**config.mk**
```make
export PLATFORM = sky130hd
export DESIGN_NAME = arc_adc_result_clk
export DESIGN_NICKNAME = d
export VERILOG_FILES = /design/src/rtl/arc_pkg.sv /design/src/rtl/arc_result_store.sv /design/src/rtl/arc_adc_result_clk.sv
export SDC_FILE = /design/constraint.sdc
export NUM_CORES = 1
export LEC_CHECK = 0
export ABC_AREA = 1
export BUFFER_PORTS_ARGS = -buffer_cell sky130_fd_sc_hd__buf_2
export CORE_MARGIN = 2
export CORE_UTILIZATION = 45
export DETAILED_ROUTE_END_ITERATION = 8
export PLACE_DENSITY = 0.71
export SLEW_MARGIN = 40
export SYNTH_ARGS = -nofsm -noshare
export SYNTH_HDL_FRONTEND = slang
export SYNTH_SLANG_ARGS = --single-unit
```
**constraint.sdc**
```tcl
create_clock -name mclk_i -period 5.7 [get_ports mclk_i]
set_input_delay 0 -clock mclk_i [delete_from_list [all_inputs] [get_ports mclk_i]]
set_output_delay 0 -clock mclk_i [all_outputs]
set_load 0.01 [all_outputs]
```
**src/rtl/arc_pkg.sv**
```systemverilog
// Constants shared by the converter result and clock select block
// What this block does
// - Result bits 9..2 go to bits 7..0 of the pair's high register
// - Result bits 1..0 go to bits 7..6 of the pair's low register
// - Channels 2 and 6 share the pair at F304 low, F305 high
// - Channels 3 and 7 share the pair at F306 low, F307 high
// - Low bit 0 flags a stored result; reading either half clears it
// - Two-bit select divides system clock by 2, 4, 8; 11 reserved; resets 00
// - Conversion steps count the selected conversion clock; a start or abort acts on the next system clock
// - One conversion takes exactly 86 conversion clocks until stored
package arc_pkg;

   // ----------------------------------------------------------------
   // Register indices (word address on the bus = index)
   // ----------------------------------------------------------------
   localparam logic [31:0] IDX_CLK_SEL = 32'hFFFFEE04;
   localparam logic [31:0] IDX_RES_LO_26 = 32'hFFFFF304;
   localparam logic [31:0] IDX_RES_HI_26 = 32'hFFFFF305;
   localparam logic [31:0] IDX_RES_LO_37 = 32'hFFFFF306;
   localparam logic [31:0] IDX_RES_HI_37 = 32'hFFFFF307;
   localparam logic [31:0] IDX_CONV_CTRL = 32'hFFFFF310;
   localparam logic [31:0] IDX_IRQ_STAT = 32'hFFFFF311;
   localparam logic [31:0] IDX_IRQ_MASK = 32'hFFFFF312;

   // ----------------------------------------------------------------
   // Field positions and fixed bit values
   // ----------------------------------------------------------------
   localparam int FLD_FLAG = 0;
   localparam int FLD_LO_RES = 6;
   localparam int FLD_START = 0;
   localparam int FLD_PAIR = 1;
   localparam logic [4:0] LO_FILL = 5'h1F;
   localparam logic [7:0] UNMAPPED_DATA = 8'h00;

   // ----------------------------------------------------------------
   // Reset values and counts
   // ----------------------------------------------------------------
   localparam logic [1:0] CLK_SEL_RST = 2'h0;
   localparam logic [1:0] IRQ_MASK_RST = 2'h0;
   localparam int CONV_CLOCKS = 86;
   localparam int RESULT_BITS = 10;
   localparam int PAIR_COUNT = 2;

   // Conversion clock divider codes
   typedef enum logic [1:0] {
      ARC_DIV2 = 2'b00,
      ARC_DIV4 = 2'b01,
      ARC_DIV8 = 2'b10,
      ARC_DIVR = 2'b11
   } arc_div_e;

   // Bus handshake states
   typedef enum logic [1:0] {
      ARC_BUS_IDLE = 2'b00,
      ARC_BUS_LOOK = 2'b01,
      ARC_BUS_ACK = 2'b10
   } arc_bus_e;

endpackage

```
**src/rtl/arc_result_store.sv**
```systemverilog
// Small result memory with registered read data
`timescale 1ns/1ps
module arc_result_store #(
   parameter int WIDTH = 10,
   parameter int DEPTH = 2
) (
   input wire logic clk_i,
   input wire logic wr_en_i,
   input wire logic [$clog2(DEPTH)-1:0] wr_addr_i,
   input wire logic [WIDTH-1:0] wr_data_i,
   input wire logic [$clog2(DEPTH)-1:0] rd_addr_i,
   output logic [WIDTH-1:0] rd_data_o
);

   // ----------------------------------------------------------------
   // Storage
   // ----------------------------------------------------------------
   logic [WIDTH-1:0] mem_q [DEPTH];

   if (DEPTH < 2 || WIDTH < 1) begin : g_chk
      $error("arc_result_store: DEPTH must be 2 or more");
   end

   // No reset: contents are undefined until the first conversion
   always_ff @(posedge clk_i) begin
      if (wr_en_i) begin
         mem_q[wr_addr_i] <= wr_data_i;
      end
      rd_data_o <= mem_q[rd_addr_i];
   end

endmodule // arc_result_store

```
**src/rtl/arc_adc_result_clk.sv**
```systemverilog
// Converter result registers, stored flags and conversion clock select
`timescale 1ns/1ps
module arc_adc_result_clk #(
   parameter int DATA_W = 10,
   parameter int CONV_LEN = 86
) (
   input wire logic mclk_i,
   input wire logic rst_b_i,
   input wire logic [31:0] avs_address_i,
   input wire logic avs_read_i,
   input wire logic avs_write_i,
   input wire logic [31:0] avs_writedata_i,
   input wire logic [3:0] avs_byteenable_i,
   output logic [31:0] avs_readdata_o,
   output logic avs_waitrequest_o,
   input wire logic [DATA_W-1:0] sar_data_i,
   output logic conv_clk_o,
   output logic conv_busy_o,
   output logic irq_o
);

   // ----------------------------------------------------------------
   // Elaboration checks
   // ----------------------------------------------------------------
   localparam int CW = $clog2(CONV_LEN);

   if (DATA_W != arc_pkg::RESULT_BITS) begin : g_chk_w
      $error("arc_adc_result_clk: DATA_W must be 10");
   end
   if (CONV_LEN < 2 || CONV_LEN > 1024) begin : g_chk_len
      $error("arc_adc_result_clk: CONV_LEN out of range");
   end

   // ----------------------------------------------------------------
   // Address decode
   // ----------------------------------------------------------------
   // Returns {hit, pair, high_half} for the four result registers
   function automatic logic [2:0] res_decode(input logic [31:0] a);
      logic [2:0] r;
      r = 3'h0;
      if (a == arc_pkg::IDX_RES_LO_26) begin
         r = 3'b100;
      end else if (a == arc_pkg::IDX_RES_HI_26) begin
         r = 3'b101;
      end else if (a == arc_pkg::IDX_RES_LO_37) begin
         r = 3'b110;
      end else if (a == arc_pkg::IDX_RES_HI_37) begin
         r = 3'b111;
      end
      return r;
   endfunction

   logic [2:0] dec_now;
   logic [2:0] dec_held_q;
   logic [31:0] addr_q;
   logic rd_q;
   logic wr_q;
   logic [7:0] wdat_q;
   logic lane0_q;

   // Decode of the live address, used at the capture edge
   assign dec_now = res_decode(avs_address_i);

   // ----------------------------------------------------------------
   // Bus handshake state
   // ----------------------------------------------------------------
   arc_pkg::arc_bus_e bus_q;
   arc_pkg::arc_bus_e bus_d;
   logic wait_q;
   logic [31:0] rdata_q;
   wire logic req = avs_read_i | avs_write_i;
   wire logic ack = (bus_q == arc_pkg::ARC_BUS_ACK);
   wire logic ack_rd = ack & rd_q;
   wire logic ack_wr = ack & wr_q & lane0_q;

   // Three phases: capture, memory look-up, answer
   always_comb begin
      bus_d = bus_q;
      unique case (bus_q)
         arc_pkg::ARC_BUS_IDLE: begin
            if (req) begin
               bus_d = arc_pkg::ARC_BUS_LOOK;
            end
         end
         arc_pkg::ARC_BUS_LOOK: begin
            bus_d = arc_pkg::ARC_BUS_ACK;
         end
         arc_pkg::ARC_BUS_ACK: begin
            bus_d = arc_pkg::ARC_BUS_IDLE;
         end
         default: begin
            bus_d = arc_pkg::ARC_BUS_IDLE;
         end
      endcase
   end

   always_ff @(posedge mclk_i or negedge rst_b_i) begin
      if (!rst_b_i) begin
         bus_q <= arc_pkg::ARC_BUS_IDLE;
      end else begin
         bus_q <= bus_d;
      end
   end

   // Request is held by the master, so sample it once at capture
   always_ff @(posedge mclk_i or negedge rst_b_i) begin
      if (!rst_b_i) begin
         addr_q <= 32'h0;
         rd_q <= 1'b0;
         wr_q <= 1'b0;
         wdat_q <= 8'h00;
         lane0_q <= 1'b0;
         dec_held_q <= 3'h0;
      end else if (bus_q == arc_pkg::ARC_BUS_IDLE && req) begin
         addr_q <= avs_address_i;
         rd_q <= avs_read_i;
         wr_q <= avs_write_i;
         wdat_q <= avs_writedata_i[7:0];
         lane0_q <= avs_byteenable_i[0];
         dec_held_q <= dec_now;
      end
   end

   // ----------------------------------------------------------------
   // Conversion clock select and divider
   // ----------------------------------------------------------------
   logic [1:0] clk_sel_q;
   logic [1:0] div_cnt_q;
   logic [1:0] div_half;
   logic conv_clk_q;
   wire logic sel_wr = ack_wr & (addr_q == arc_pkg::IDX_CLK_SEL);
   wire logic div_end = (div_cnt_q == div_half);
   wire logic conv_tick = div_end & ~conv_clk_q;

   // Half period minus one in system clocks; reserved code runs as /8
   assign div_half = (clk_sel_q == arc_pkg::ARC_DIV2) ? 2'd0 :
                     (clk_sel_q == arc_pkg::ARC_DIV4) ? 2'd1 : 2'd3;

   always_ff @(posedge mclk_i or negedge rst_b_i) begin
      if (!rst_b_i) begin
         clk_sel_q <= arc_pkg::CLK_SEL_RST;
      end else if (sel_wr) begin
         clk_sel_q <= wdat_q[1:0];
      end
   end

   // Free-running divider; a select change mid-conversion is undefined
   always_ff @(posedge mclk_i or negedge rst_b_i) begin
      if (!rst_b_i) begin
         div_cnt_q <= 2'd0;
         conv_clk_q <= 1'b0;
      end else if (div_end || div_cnt_q > div_half) begin
         div_cnt_q <= 2'd0;
         conv_clk_q <= ~conv_clk_q;
      end else begin
         div_cnt_q <= div_cnt_q + 2'd1;
      end
   end

   // ----------------------------------------------------------------
   // Conversion sequencer
   // ----------------------------------------------------------------
   logic busy_q;
   logic pair_q;
   logic [CW-1:0] conv_cnt_q;
   wire logic start_wr = ack_wr & (addr_q == arc_pkg::IDX_CONV_CTRL)
                         & wdat_q[arc_pkg::FLD_START];
   wire logic last_tick = conv_tick &
                          (conv_cnt_q == CW'(CONV_LEN - 1));
   wire logic capture = busy_q & last_tick & ~start_wr;

   // A new start aborts a running conversion and begins again
   always_ff @(posedge mclk_i or negedge rst_b_i) begin
      if (!rst_b_i) begin
         busy_q <= 1'b0;
         pair_q <= 1'b0;
         conv_cnt_q <= '0;
      end else if (start_wr) begin
         busy_q <= 1'b1;
         pair_q <= wdat_q[arc_pkg::FLD_PAIR];
         conv_cnt_q <= '0;
      end else if (busy_q && conv_tick) begin
         conv_cnt_q <= conv_cnt_q + CW'(1);
         if (last_tick) begin
            busy_q <= 1'b0;
         end
      end
   end

   // ----------------------------------------------------------------
   // Result storage
   // ----------------------------------------------------------------
   logic [DATA_W-1:0] res_rd;
   logic rd_pair;

   // Memory address follows the incoming request while idle, so the
   // registered word is settled by the edge that builds the answer.
   // Limitation: a capture on the request's own capture edge still
   // reads back the previous word of that pair.
   assign rd_pair = (bus_q == arc_pkg::ARC_BUS_IDLE) ? dec_now[1] :
                    dec_held_q[1];

   arc_result_store #(
      .WIDTH(DATA_W),
      .DEPTH(arc_pkg::PAIR_COUNT)
   ) u_store (
      .clk_i(mclk_i),
      .wr_en_i(capture),
      .wr_addr_i(pair_q),
      .wr_data_i(sar_data_i),
      .rd_addr_i(rd_pair),
      .rd_data_o(res_rd)
   );

   // ----------------------------------------------------------------
   // Stored flags
   // ----------------------------------------------------------------
   logic [1:0] flag_q;
   logic [1:0] flag_d;
   wire logic rd_res = ack_rd & dec_held_q[2];

   // A capture in the clearing cycle keeps the flag set
   for (genvar p = 0; p < 2; p++) begin : g_flag
      assign flag_d[p] = (capture && pair_q == p[0]) ? 1'b1 :
                         (rd_res && dec_held_q[1] == p[0]) ? 1'b0 :
                         flag_q[p];
   end

   always_ff @(posedge mclk_i or negedge rst_b_i) begin
      if (!rst_b_i) begin
         flag_q <= 2'b00;
      end else begin
         flag_q <= flag_d;
      end
   end

   // ----------------------------------------------------------------
   // Interrupt status and mask
   // ----------------------------------------------------------------
   logic [1:0] stat_q;
   logic [1:0] stat_d;
   logic [1:0] mask_q;
   logic irq_q;
   logic [1:0] done_evt;
   wire logic stat_rd = ack_rd & (addr_q == arc_pkg::IDX_IRQ_STAT);
   wire logic mask_wr = ack_wr & (addr_q == arc_pkg::IDX_IRQ_MASK);

   assign done_evt = {capture & pair_q, capture & ~pair_q};
   // Read clears, but a new event in that cycle survives
   assign stat_d = done_evt | (stat_rd ? 2'b00 : stat_q);

   always_ff @(posedge mclk_i or negedge rst_b_i) begin
      if (!rst_b_i) begin
         stat_q <= 2'b00;
         mask_q <= arc_pkg::IRQ_MASK_RST;
         irq_q <= 1'b0;
      end else begin
         stat_q <= stat_d;
         if (mask_wr) begin
            mask_q <= wdat_q[1:0];
         end
         irq_q <= |(stat_d & (mask_wr ? wdat_q[1:0] : mask_q));
      end
   end

   // ----------------------------------------------------------------
   // Read data selection
   // ----------------------------------------------------------------
   logic [7:0] lo_val;
   logic [7:0] hi_val;
   logic [7:0] rd_mux;
   wire logic flag_sel = dec_held_q[1] ? flag_q[1] : flag_q[0];

   assign hi_val = res_rd[9:2];
   assign lo_val = {res_rd[1:0], arc_pkg::LO_FILL, flag_sel};

   // Writes to result addresses fall through to nothing
   assign rd_mux =
      dec_held_q[2] ? (dec_held_q[0] ? hi_val : lo_val) :
      (addr_q == arc_pkg::IDX_CLK_SEL) ? {6'h00, clk_sel_q} :
      (addr_q == arc_pkg::IDX_CONV_CTRL) ? {6'h00, pair_q, busy_q} :
      (addr_q == arc_pkg::IDX_IRQ_STAT) ? {6'h00, stat_q} :
      (addr_q == arc_pkg::IDX_IRQ_MASK) ? {6'h00, mask_q} :
      arc_pkg::UNMAPPED_DATA;

   // Answer flops: wait drops for exactly the answer cycle
   always_ff @(posedge mclk_i or negedge rst_b_i) begin
      if (!rst_b_i) begin
         wait_q <= 1'b1;
         rdata_q <= 32'h0;
      end else if (bus_q == arc_pkg::ARC_BUS_LOOK) begin
         wait_q <= 1'b0;
         rdata_q <= rd_q ? {24'h0, rd_mux} : 32'h0;
      end else begin
         wait_q <= 1'b1;
      end
   end

   // ----------------------------------------------------------------
   // Outputs
   // ----------------------------------------------------------------
   // Every output is a flop copied out unchanged
   assign avs_readdata_o = rdata_q;
   assign avs_waitrequest_o = wait_q;
   assign conv_clk_o = conv_clk_q;
   assign conv_busy_o = busy_q;
   assign irq_o = irq_q;

endmodule // arc_adc_result_clk

```
==> results of run 1 <==
-- cells in the mapped netlist, types with 3 or more instances --
cell,count,area (um^2)
buf_4,24,180
a21oi_1,4,20.0
dfrtp_1,71,1780
o21ai_0,39,195
clkbuf_1,4,15.0
nand3_1,32,160
nand3_2,4,40.0
nor2_4,3,33.8
edfxtp_1,20,601
nor2_2,6,37.5
nor2_1,41,154
dfxtp_1,10,200
nor3_1,9,45.0
o21ai_2,6,52.6
nand4_1,7,43.8
nand2_1,166,623
nand2_2,4,25.0
buf_2,4,20.0
inv_1,58,218
ha_1,4,50.1
-- worst paths after layout --
check	end	slack, ns	cells past startpoint
min	div_cnt_q[0]	0.28	3
max	u_store.mem_q[1][8]	3.46	10
min reg2reg	u_store.rd_data_o[2]	0.44	2
max in group asynchronous	addr_q[24]	4.99	3
min in group mclk_i	u_store.mem_q[1][0]	0.36	2
max reg2reg	u_store.mem_q[1][8]	3.46	10
-- report_power, final --
part / total [uW] / switching (uW) / internal [uW]
registers: 1060 / 113 / 943
logic: 613 / 404 / 209
clock network: 417 / 250 / 167
total: 2090 / 768 / 1320
-- registers in the layout, summed over array words and instances (netlist names), 3 cells and up --
name               flops
addr_q                32
u_store.mem_q         20
u_store.rd_data_o     10
avs_readdata_o         8
conv_cnt_q             7
dec_held_q             3
-- kinds of logic (layout without fill, tap and decap cells) --
group / count (synthesis) / count (layout) / share of synthesized area (%)
simple gates: 281 / 281 / 26.8
flops: 102 / 102 / 54.8
buf+inv: 96 / 189 / 9.96
compound gates: 55 / 55 / 6.51
fa+ha+maj: 4 / 4 / 1.05
xor+xnor: 2 / 2 / 0.369
mux: 2 / 2 / 0.422
other cells: 1 / 24 / 0.0790
-- metrics by stage --
step	hold slack (ns)	power (uW)	std cells	util [%]	area, um^2
after global routing	0.330	2260	795	56.0	5760
final	0.278	2090	795	56.0	5760
after global placement	0.190	1630	731	49.5	5090
after floorplan	-0.296	1500	566	-	4840
after detailed placement	0.159	1660	731	49.6	5090
after CTS	0.306	2100	795	56.0	5760
-- final cells by class --
| class | count | share of cell area, % |
|---|---|---|
| Clock buffer | 10 | 2.22 |
| Clock inverter | 6 | 0.913 |
| Inverter | 62 | 4.09 |
| Multi-Input combinational cell | 368 | 30.6 |
| Sequential cell | 102 | 45.2 |
| Tap cell | 136 | 2.96 |
| Timing Repair Buffer | 111 | 14.0 |
-- worst reg2reg max path, delay by kind of cell, from the launching register on --
family / cells / cell delay, ns
and+or+nand+nor: 6 / 0.75
adders and majority gates: 1 / 0.27
DFF: 1 / 0.39
buffers and inverters: 3 / 0.49
-- timing repair --
item,CTS,global route
hold endpoints to repair,128,0
setup buffers,0,0
hold buffers,48,0
-- layer usage --
| metal | global-route usage [%] | vias to the layer above |
|---|---|---|
| li1 | - | 1898 |
| met1 | 22.2 | 1698 |
| met2 | 31.8 | 97 |
| met3 | 3.65 | 7 |
| met4 | 5.47 | 0 |
| met5 | 0 | - |
-- cells in the final DEF, fill, tap and decap left out, types with 3 or more instances in the layout --
| cell | instances |
|---|---|
| dlygate4sd3_1 | 48 |
| buf_2 | 60 |
| nor2_1 | 41 |
| nand4_1 | 7 |
| nand2_1 | 166 |
| nor2_2 | 6 |
| nand3_1 | 32 |
| nand2_2 | 4 |
| a21oi_1 | 4 |
| inv_1 | 58 |
| nor3_1 | 9 |
| nor2_4 | 3 |
| o21ai_0 | 39 |
| conb_1 | 24 |
| nand3_2 | 4 |
| clkbuf_8 | 9 |
| edfxtp_1 | 20 |
| dfxtp_1 | 10 |
| o21ai_2 | 6 |
| ha_1 | 4 |
| dfrtp_1 | 71 |
==> results.yml, run 1 <==
status:
  status: "finished clean"
clock_tree:
  numCtsBuffers: 9
  cts-root-buf: "clkbuf_8"
  ctsResizeCount: 0
  htree_levels: 3
  clkTransAtPathRegs_ns: 0.10
  clock_latency_ns: 0.36
  cts_tree: "yes"
  cts.path.max_buffers: 2
  cts.sinks: 102
detailed_routing:
  drtPass1Iterations: 4
  routedWlPerCell_um: 11.9
  ant_nets: 0
  dr_wl_met3_um: 462
  dr.first_iter.drc_count: 204
  route.met2.wl_um: 4830
  highest_layer: "met4"
  drc_errors: 0
  routed_wl_um: 9480
  vias: 3700
  routed_via_density: 4.65
  met1Wirelength_um: 4110
setup_path:
  cp-start-kind: "flop"
  cp_top_family: "simple AND/OR/NAND/NOR gates"
  crit_arrival_ns: 2.27
  cp.required_ns: 5.72
  critical_path.startpoint: "clk_sel_q[1]"
  crit_chain: "inv_1, nand2_1, ha_1, nand2_1, or2_4, nor2_8, inv_4, nor2_8, nand3_2, inv_1"
  crit_slowest_cell: "dfrtp_1"
  cpPeakStageDelay_ns: 0.39
  critPathBufInv: 3
  path_class: "flop to flop"
  end_kind: "flop"
  critPathMaxFanout: 10
  r2r_start: "clk_sel_q[1]"
cells_and_area:
  regArea_mm2: 0.00260
  multi_input_area_mm2: 0.00176
  diodes: 0
  drive_gt1_share_pct: 16.8
  fill_cells: 914
  area_delta_synth_final_pct: 21.2
  nets: 740
global_routing:
  grtUsageTotal_pct: 18.0
  antenna_found_initial: 0
  overflow: 0
  grt_pass1_vias: 3655
  grt_pass1_wl_um: 16200
  grt_max_degree: 73
yosys:
  ys_warn_count: 0
  synth-edff-count: 20
  syn_area_mm2: 0.00475
  synth_cells: 543
  ys_types: 41
  syn_avg_cell_area_um2: 8.75
  yosysSeqAreaShare_pct: 54.8
  synth-main-ff-cell: "dfrtp_1"
  synth-seq-cells: 102
  synthArstFlopShare_pct: 70.6
die:
  io_pins: 118
  die_y_um: 107
  dieArea_mm2: 0.0114
  start_util_pct: 46.2
  die-width_um: 107
  fp.coreArea_mm2: 0.0103
  num_rows: 37
timing:
  fin_ws_ns: 3.46
  drv_slew: 0
  finalHoldViolCount: 0
  maxSlewHeadroom_pct: 56.9
  setup_tns_ns: 0
  rsz0062_at_grt: "no"
  min_period_over_period_pct: 39.3
  min_period_ns: 2.24
  fmax_mhz: 446
  setup_viol: 0
  worst_pin_slew_ns: 0.646
  fin_skew_ns: 0.00940
placement:
  place_ws_ns: 3.42
  dp_hpwl_um: 6600
  numPortBuffers: 60
  place_congestion: 0.852
hold_path:
  hp-class: "input pin to asynchronous set/reset pin"
pwr:
  worst_ir_drop_vdd_uv: 199
  total_leakage_power_uw: 0.00282
  p_per_area_mw_per_mm2: 363
flow_run:
  max_cap_violations: 0
(Power assumes the default switching activity.)
==> run 2: changes to the inputs <==
--- a/config.mk
+++ b/config.mk
@@ -5,12 +5,12 @@
 export SDC_FILE = /design/constraint.sdc
 export NUM_CORES = 1
 export LEC_CHECK = 0
-export ABC_AREA = 1
+export ABC_AREA = 0
 export BUFFER_PORTS_ARGS = -buffer_cell sky130_fd_sc_hd__buf_2
 export CORE_MARGIN = 2
 export CORE_UTILIZATION = 45
 export DETAILED_ROUTE_END_ITERATION = 8
-export PLACE_DENSITY = 0.71
+export PLACE_DENSITY = 0.72
 export SLEW_MARGIN = 40
 export SYNTH_ARGS = -nofsm -noshare
 export SYNTH_HDL_FRONTEND = slang
==> constraint.sdc (replaced) <==
create_clock -name mclk_i -period 2.1 [get_ports mclk_i]
set_input_delay 0 -clock mclk_i [delete_from_list [all_inputs] [get_ports mclk_i]]
set_output_delay 0 -clock mclk_i [all_outputs]
set_load 0.01 [all_outputs]
==> run 2 against run 1 <==
Compared with the run above: the flow now finishes with violations (setup timing); power rose to 2.6 times the previous value; synthesized area fell by 6.9%; sequential power grew to 2.6 times the previous value; critical endpoint is now irq_o; highest routed layer unchanged.
==> results.yml, run 2 <==
status:
  status: "finished, violations left"
  failed_checks: "setup timing"
setup_path:
  cp_top_family: "simple AND/OR/NAND/NOR gates"
  crit_chain: "nand4bb_4, nor4_4, nand4_1, nor4b_4, mux2_4, a22o_1"
  cpPeakStageDelay_ns: 0.38
  path_class: "flop to flop"
  cp.required_ns: 2.36
  crit_slowest_cell: "dfrtp_1"
  crit_arrival_ns: 2.46
  cp-start-kind: "flop"
  end_kind: "flop"
  critPathBufInv: 0
  critPathMaxFanout: 3
timing:
  maxSlewHeadroom_pct: 61.7
  fmax_mhz: 455
  min_period_ns: 2.20
  fin_ws_ns: -0.0976
  worst_pin_slew_ns: 0.575
  finalHoldViolCount: 0
  rsz0062_at_grt: "yes"
  drv_slew: 0
  setup_tns_ns: -0.986
  min_period_over_period_pct: 105
  fin_skew_ns: 0.0186
  setup_viol: 21
die:
  num_rows: 36
  io_pins: 118
  die-width_um: 103
  dieArea_mm2: 0.0106
  die_y_um: 103
  fp.coreArea_mm2: 0.00964
  start_util_pct: 45.9
global_routing:
  top_usage_layer: "met2"
  grt_max_degree: 49
  grtUsageTotal_pct: 19.2
  grt_pass1_vias: 3302
  overflow: 0
  grt_pass1_wl_um: 15500
  use_met1_pct: 23.5
  antenna_found_initial: 0
  grt.met3_usage_pct: 3.73
  grt_util_met2_pct: 33.3
placement:
  numPortBuffers: 60
  place_ws_ns: -0.103
  place_congestion: 0.830
  dp_hpwl_um: 6150
  placed_cell_area_mm2: 0.00491
cells_and_area:
  fin_area_mm2: 0.00577
  multi_input_area_mm2: 0.00175
  nets: 639
  diodes: 0
  regArea_mm2: 0.00260
  fill_cells: 807
  regMostFlops: "addr_q"
  area_delta_synth_final_pct: 30.5
  largest_register_ffs: 32
  top_regs: "addr_q x32, u_store.mem_q x20, u_store.rd_data_o x10"
  drive_gt1_share_pct: 24.6
  final_common_cell: "nand2_1"
  final_cell_mix: "nand2_1, dfrtp_1, buf_2, dlygate4sd3_1, conb_1"
clock_tree:
  cts_tree: "yes"
  htree_levels: 3
  clkTransAtPathRegs_ns: 0.10
  clock_latency_ns: 0.38
  cts-root-buf: "clkbuf_8"
  cts.sinks: 102
  cts.path.max_buffers: 2
  numCtsBuffers: 9
pwr:
  worst_ir_drop_vdd_uv: 777
  p_per_area_mw_per_mm2: 933
  total_power_uw: 5380
  total_leakage_power_uw: 0.00270
detailed_routing:
  routed_via_density: 4.86
  vias: 3358
  ant_nets: 0
  routedWlPerCell_um: 14.3
  drtPass1Iterations: 4
  drc_errors: 0
  dr.first_iter.drc_count: 118
  routed_wl_um: 9890
yosys:
  yosysSeqAreaShare_pct: 58.9
  ys_top_cells_by_area: "dfrtp_1, edfxtp_1, nand2_1"
  synth-edff-count: 20
  synth-main-ff-cell: "dfrtp_1"
  synthArstFlopShare_pct: 70.6
  yosysTopAreaCell: "dfrtp_1"
  synth_cells: 422
  ys_types: 51
  syn_avg_cell_area_um2: 10.5
  syn_area_mm2: 0.00442
  synth-seq-cells: 102
  synthMostInstantiatedCell: "nand2_1"
  synth_top_area_share_pct: 40.2
  yosys-top-cells-count: "nand2_1, dfrtp_1, buf_4, edfxtp_1, o21ai_0"
  ys_warn_count: 0
flow_run:
  max_cap_violations: 0
hold_path:
  hp-class: "input pin to asynchronous set/reset pin"
[run 2: changes by cell type in the layout (fill, tap and decap cells not counted), sizes merged, moves of 4 or more]
cell	previous run	this run
buf	63	83
inv	64	13
mux2	0	14
nand2	170	139
nand2b	0	4
nand3	36	3
nand4	8	15
nor2	52	17
nor2b	0	7
nor3	11	2
o21ai	47	18
xor2	1	5
[run 2: logic make-up after synthesis]
kind of cell,synth area share (%)
simple gates,22.7
flops,58.9
buf+inv,6.03
compound gates,4.98
mux,4.56
xor+xnor,1.59
fa+ha+maj,1.13
other cells,0.0848
[run 2: final cells by class]
| cell class | instances | area share [%] |
|---|---|---|
| timing repair buffer | 132 | 17.1 |
| sequential | 102 | 45.1 |
| multi-input combinational | 297 | 30.4 |
| timing repair inverter | 1 | 0.0868 |
| clock buffer | 10 | 2.39 |
| inverter | 10 | 0.651 |
| tap | 133 | 2.89 |
| clock inverter | 6 | 1.30 |
[run 2: timing repair]
action,CTS,global route
setup buffers,5,0
pin swaps,2,2
gates cloned,1,1
endpoints found under the hold margin,83,0
hold buffers,49,0
resized for setup,6,14
setup endpoints to repair,21,34
[run 2: stage by stage]
stage | hold WS [ns] | std cells | util, %
5_1_grt | 0.192 | 691 | 59.8
3_5_place_dp | 0.0269 | 621 | 50.9
4_1_cts | 0.159 | 692 | 59.1
2_1_floorplan | -0.296 | 445 | -
6_report | 0.152 | 691 | 59.8
3_3_place_gp | 0.0168 | 621 | 50.9
[run 2: path summary, 6_finish.rpt]
| check | startpoint | endpoint | slack [ns] | depth (start not counted) |
|---|---|---|---|---|
| max | addr_q[5] | irq_o | -0.1 | 6 |
| max reg2reg | addr_q[5] | irq_o | -0.1 | 6 |
| min | rst_b_i | addr_q[15] | 0.15 | 2 |
| min in group mclk_i | avs_address_i[7] | addr_q[7] | 0.33 | 3 |
| max in group asynchronous | rst_b_i | avs_waitrequest_o | 1.24 | 3 |
| min reg2reg | u_store.mem_q[1][1] | u_store.rd_data_o[1] | 0.47 | 1 |
[run 2: routing by layer]
| metal | wire, um | vias up | share of wire, % |
|---|---|---|---|
| met5 | 0 | - | 0 |
| met4 | 171 | 0 | 1.7 |
| met3 | 429 | 19 | 4.3 |
| met2 | 5040 | 97 | 51 |
| met1 | 4250 | 1604 | 43 |
| li1 | - | 1638 | - |
[run 2: power by group]
part	total, uW	internal, uW	switching [uW]
Combinational	1350	553	796
Sequential	2710	2410	302
Clock	1320	605	714
Total	5380	3570	1810
==> run 3: changes to the inputs <==
--- a/config.mk
+++ b/config.mk
@@ -10,7 +10,8 @@
 export CORE_MARGIN = 2
 export CORE_UTILIZATION = 45
 export DETAILED_ROUTE_END_ITERATION = 8
-export PLACE_DENSITY = 0.72
+export MAX_ROUTING_LAYER = met4
+export PLACE_DENSITY = 0.77
 export SLEW_MARGIN = 40
 export SYNTH_ARGS = -nofsm -noshare
 export SYNTH_HDL_FRONTEND = slang
==> run 3 against run 2 <==
Compared with the run above: the flow still finishes with violations (setup timing); core utilization shrank 0.25 points; register-to-register slack lost 0.04 ns; global-route usage grew 1.1 points; sequential share of layout area grew 0.19 points; sequential power is essentially flat; via count grew 1.9%; count of clock-buffer cells in the layout shrank 1; power shrank 2.6%; first-iteration DRC count grew 53%; cell count grew 0.58%; largest cell class unchanged; largest power group unchanged.
==> results.yml, run 3 (synthesized netlist as in run 2, its figures left out) <==
placement:
  numPortBuffers: 60
  placed_cell_area_mm2: 0.00493
  place_congestion: 0.875
  place_ws_ns: -0.166
  dpl.cell_count: 624
  dp_hpwl_um: 6160
global_routing:
  grt_max_degree: 43
  antenna_found_initial: 0
  overflow: 0
  grt_pass1_vias: 3447
  grt_pass1_wl_um: 16000
  grtUsageTotal_pct: 20.3
die:
  fp.coreArea_mm2: 0.00964
  num_rows: 36
  die_y_um: 103
  die-width_um: 103
  start_util_pct: 45.9
  io_pins: 118
  dieArea_mm2: 0.0106
timing:
  rsz0062_at_grt: "yes"
  drv_slew: 0
  finalHoldViolCount: 0
  fmax_mhz: 446
  fin_ws_ns: -0.141
  min_period_over_period_pct: 107
  maxSlewHeadroom_pct: 54.5
  min_period_ns: 2.24
  fin_skew_ns: 0.0147
  hold_slack_ns: 0.198
  worst_pin_slew_ns: 0.682
  setup_viol: 21
setup_path:
  cp-start-kind: "flop"
  path_class: "flop to flop"
  critPathMaxFanout: 3
  r2r_start: "addr_q[5]"
  crit_arrival_ns: 2.49
  cp.required_ns: 2.35
  end_kind: "flop"
  r2r_setup_slack_ns: -0.14
  critical_path.startpoint: "addr_q[5]"
status:
  status: "finished, violations left"
  failed_checks: "setup timing"
cells_and_area:
  regMostFlops: "addr_q"
  instances_no_fill: 695
  diodes: 0
  area_delta_synth_final_pct: 29.9
  top_regs: "addr_q x32, u_store.mem_q x20, u_store.rd_data_o x10"
  multi_input_area_mm2: 0.00172
  nets: 643
  drive_gt1_share_pct: 24.7
  fin_area_mm2: 0.00574
  largest_register_ffs: 32
  regArea_mm2: 0.00260
  final_cell_mix: "nand2_1, dfrtp_1, buf_2, dlygate4sd3_1"
  fill_cells: 770
  final_common_cell: "nand2_1"
flow_run:
  max_cap_violations: 0
detailed_routing:
  dr.first_iter.drc_count: 180
  routed_wl_um: 9860
  drtPass1Iterations: 5
  drc_errors: 0
  routedWlPerCell_um: 14.2
  vias: 3422
  routed_via_density: 4.92
  ant_nets: 0
clock_tree:
  clock_latency_ns: 0.37
  cts-root-buf: "clkbuf_8"
  cts.sinks: 102
  cts.path.max_buffers: 2
  numCtsBuffers: 9
  cts_tree: "yes"
  clkTransAtPathRegs_ns: 0.10
  htree_levels: 3
pwr:
  p_per_area_mw_per_mm2: 912
  switchingPower_uw: 1790
  worst_ir_drop_vdd_uv: 764
  intPower_uw: 3440
  total_leakage_power_uw: 0.00270
  sw_frac_of_total_pct: 34.3
  combPwrFrac_pct: 27.1
  power_frac_clock_pct: 21.6
  seqPwrFrac_pct: 51.3
hold_path:
  hp-class: "input pin to asynchronous set/reset pin"
run 3: layout make-up:
cell class | count | area share [%]
timing repair buffer | 136 | 17.5
clock buffer | 9 | 2.16
sequential | 102 | 45.3
multi-input combinational | 296 | 30.0
clock inverter | 7 | 0.958
tap | 133 | 2.90
timing repair inverter | 2 | 0.240
inverter | 10 | 0.871
run 3: routing by layer:
| metal | vias up | routed length (um) | global-route usage (%) |
|---|---|---|---|
| met5 | - | 0 | - |
| met4 | 0 | 266 | 8.40 |
| met3 | 23 | 518 | 4.00 |
| met2 | 113 | 5100 | 34.9 |
| met1 | 1646 | 3980 | 23.3 |
| li1 | 1640 | - | - |
run 3: path summary, 6_finish.rpt:
kind                                   endpoint  cells after the start
max                                       irq_o                      8
min                                  addr_q[11]                      2
max reg2reg                               irq_o                      8
min reg2reg                u_store.rd_data_o[8]                      1
max in group asynchronous     avs_waitrequest_o                      3
min in group mclk_i               dec_held_q[1]                      6
run 3: worst max-delay path, cell delays in order, from the launching register on:
cell	delay (ns)
dfrtp_1	0.40
nand4bb_4	0.23
nor4_4	0.32
buf_4	0.17
nand2_2	0.08
o41ai_4	0.43
buf_4	0.20
nand2_1	0.06
a22o_1	0.23
run 3: stage by stage:
stage | util (%) | power [uW] | setup TNS, ns
finish | 59.6 | 5240 | -1.15
CTS | 59.1 | 5200 | -0.898
detailed placement | 51.2 | 3990 | -1.82
global placement | 51.2 | 3930 | -0.379
global route | 59.6 | 5590 | -3.11
floorplan | - | 3550 | 0
run 3: power by group through the flow:
stage | Combinational (uW) | Sequential [uW] | Clock, uW
detailed placement | 1270 | 2720 | 0
CTS | 1370 | 2680 | 1150
global placement | 1240 | 2690 | 0
global route | 1610 | 2740 | 1240
finish | 1420 | 2690 | 1130
floorplan | 910 | 2640 | 0
run 3: repair_timing:
| action | in CTS | in global routing |
|---|---|---|
| resized for setup | 13 | 9 |
| cloned | 2 | 1 |
| pin swaps | 3 | 2 |
| buffers inserted | 3 | 1 |
| setup endpoints to repair | 21 | 43 |
| hold endpoints to repair | 89 | 0 |
| hold buffers | 49 | 0 |
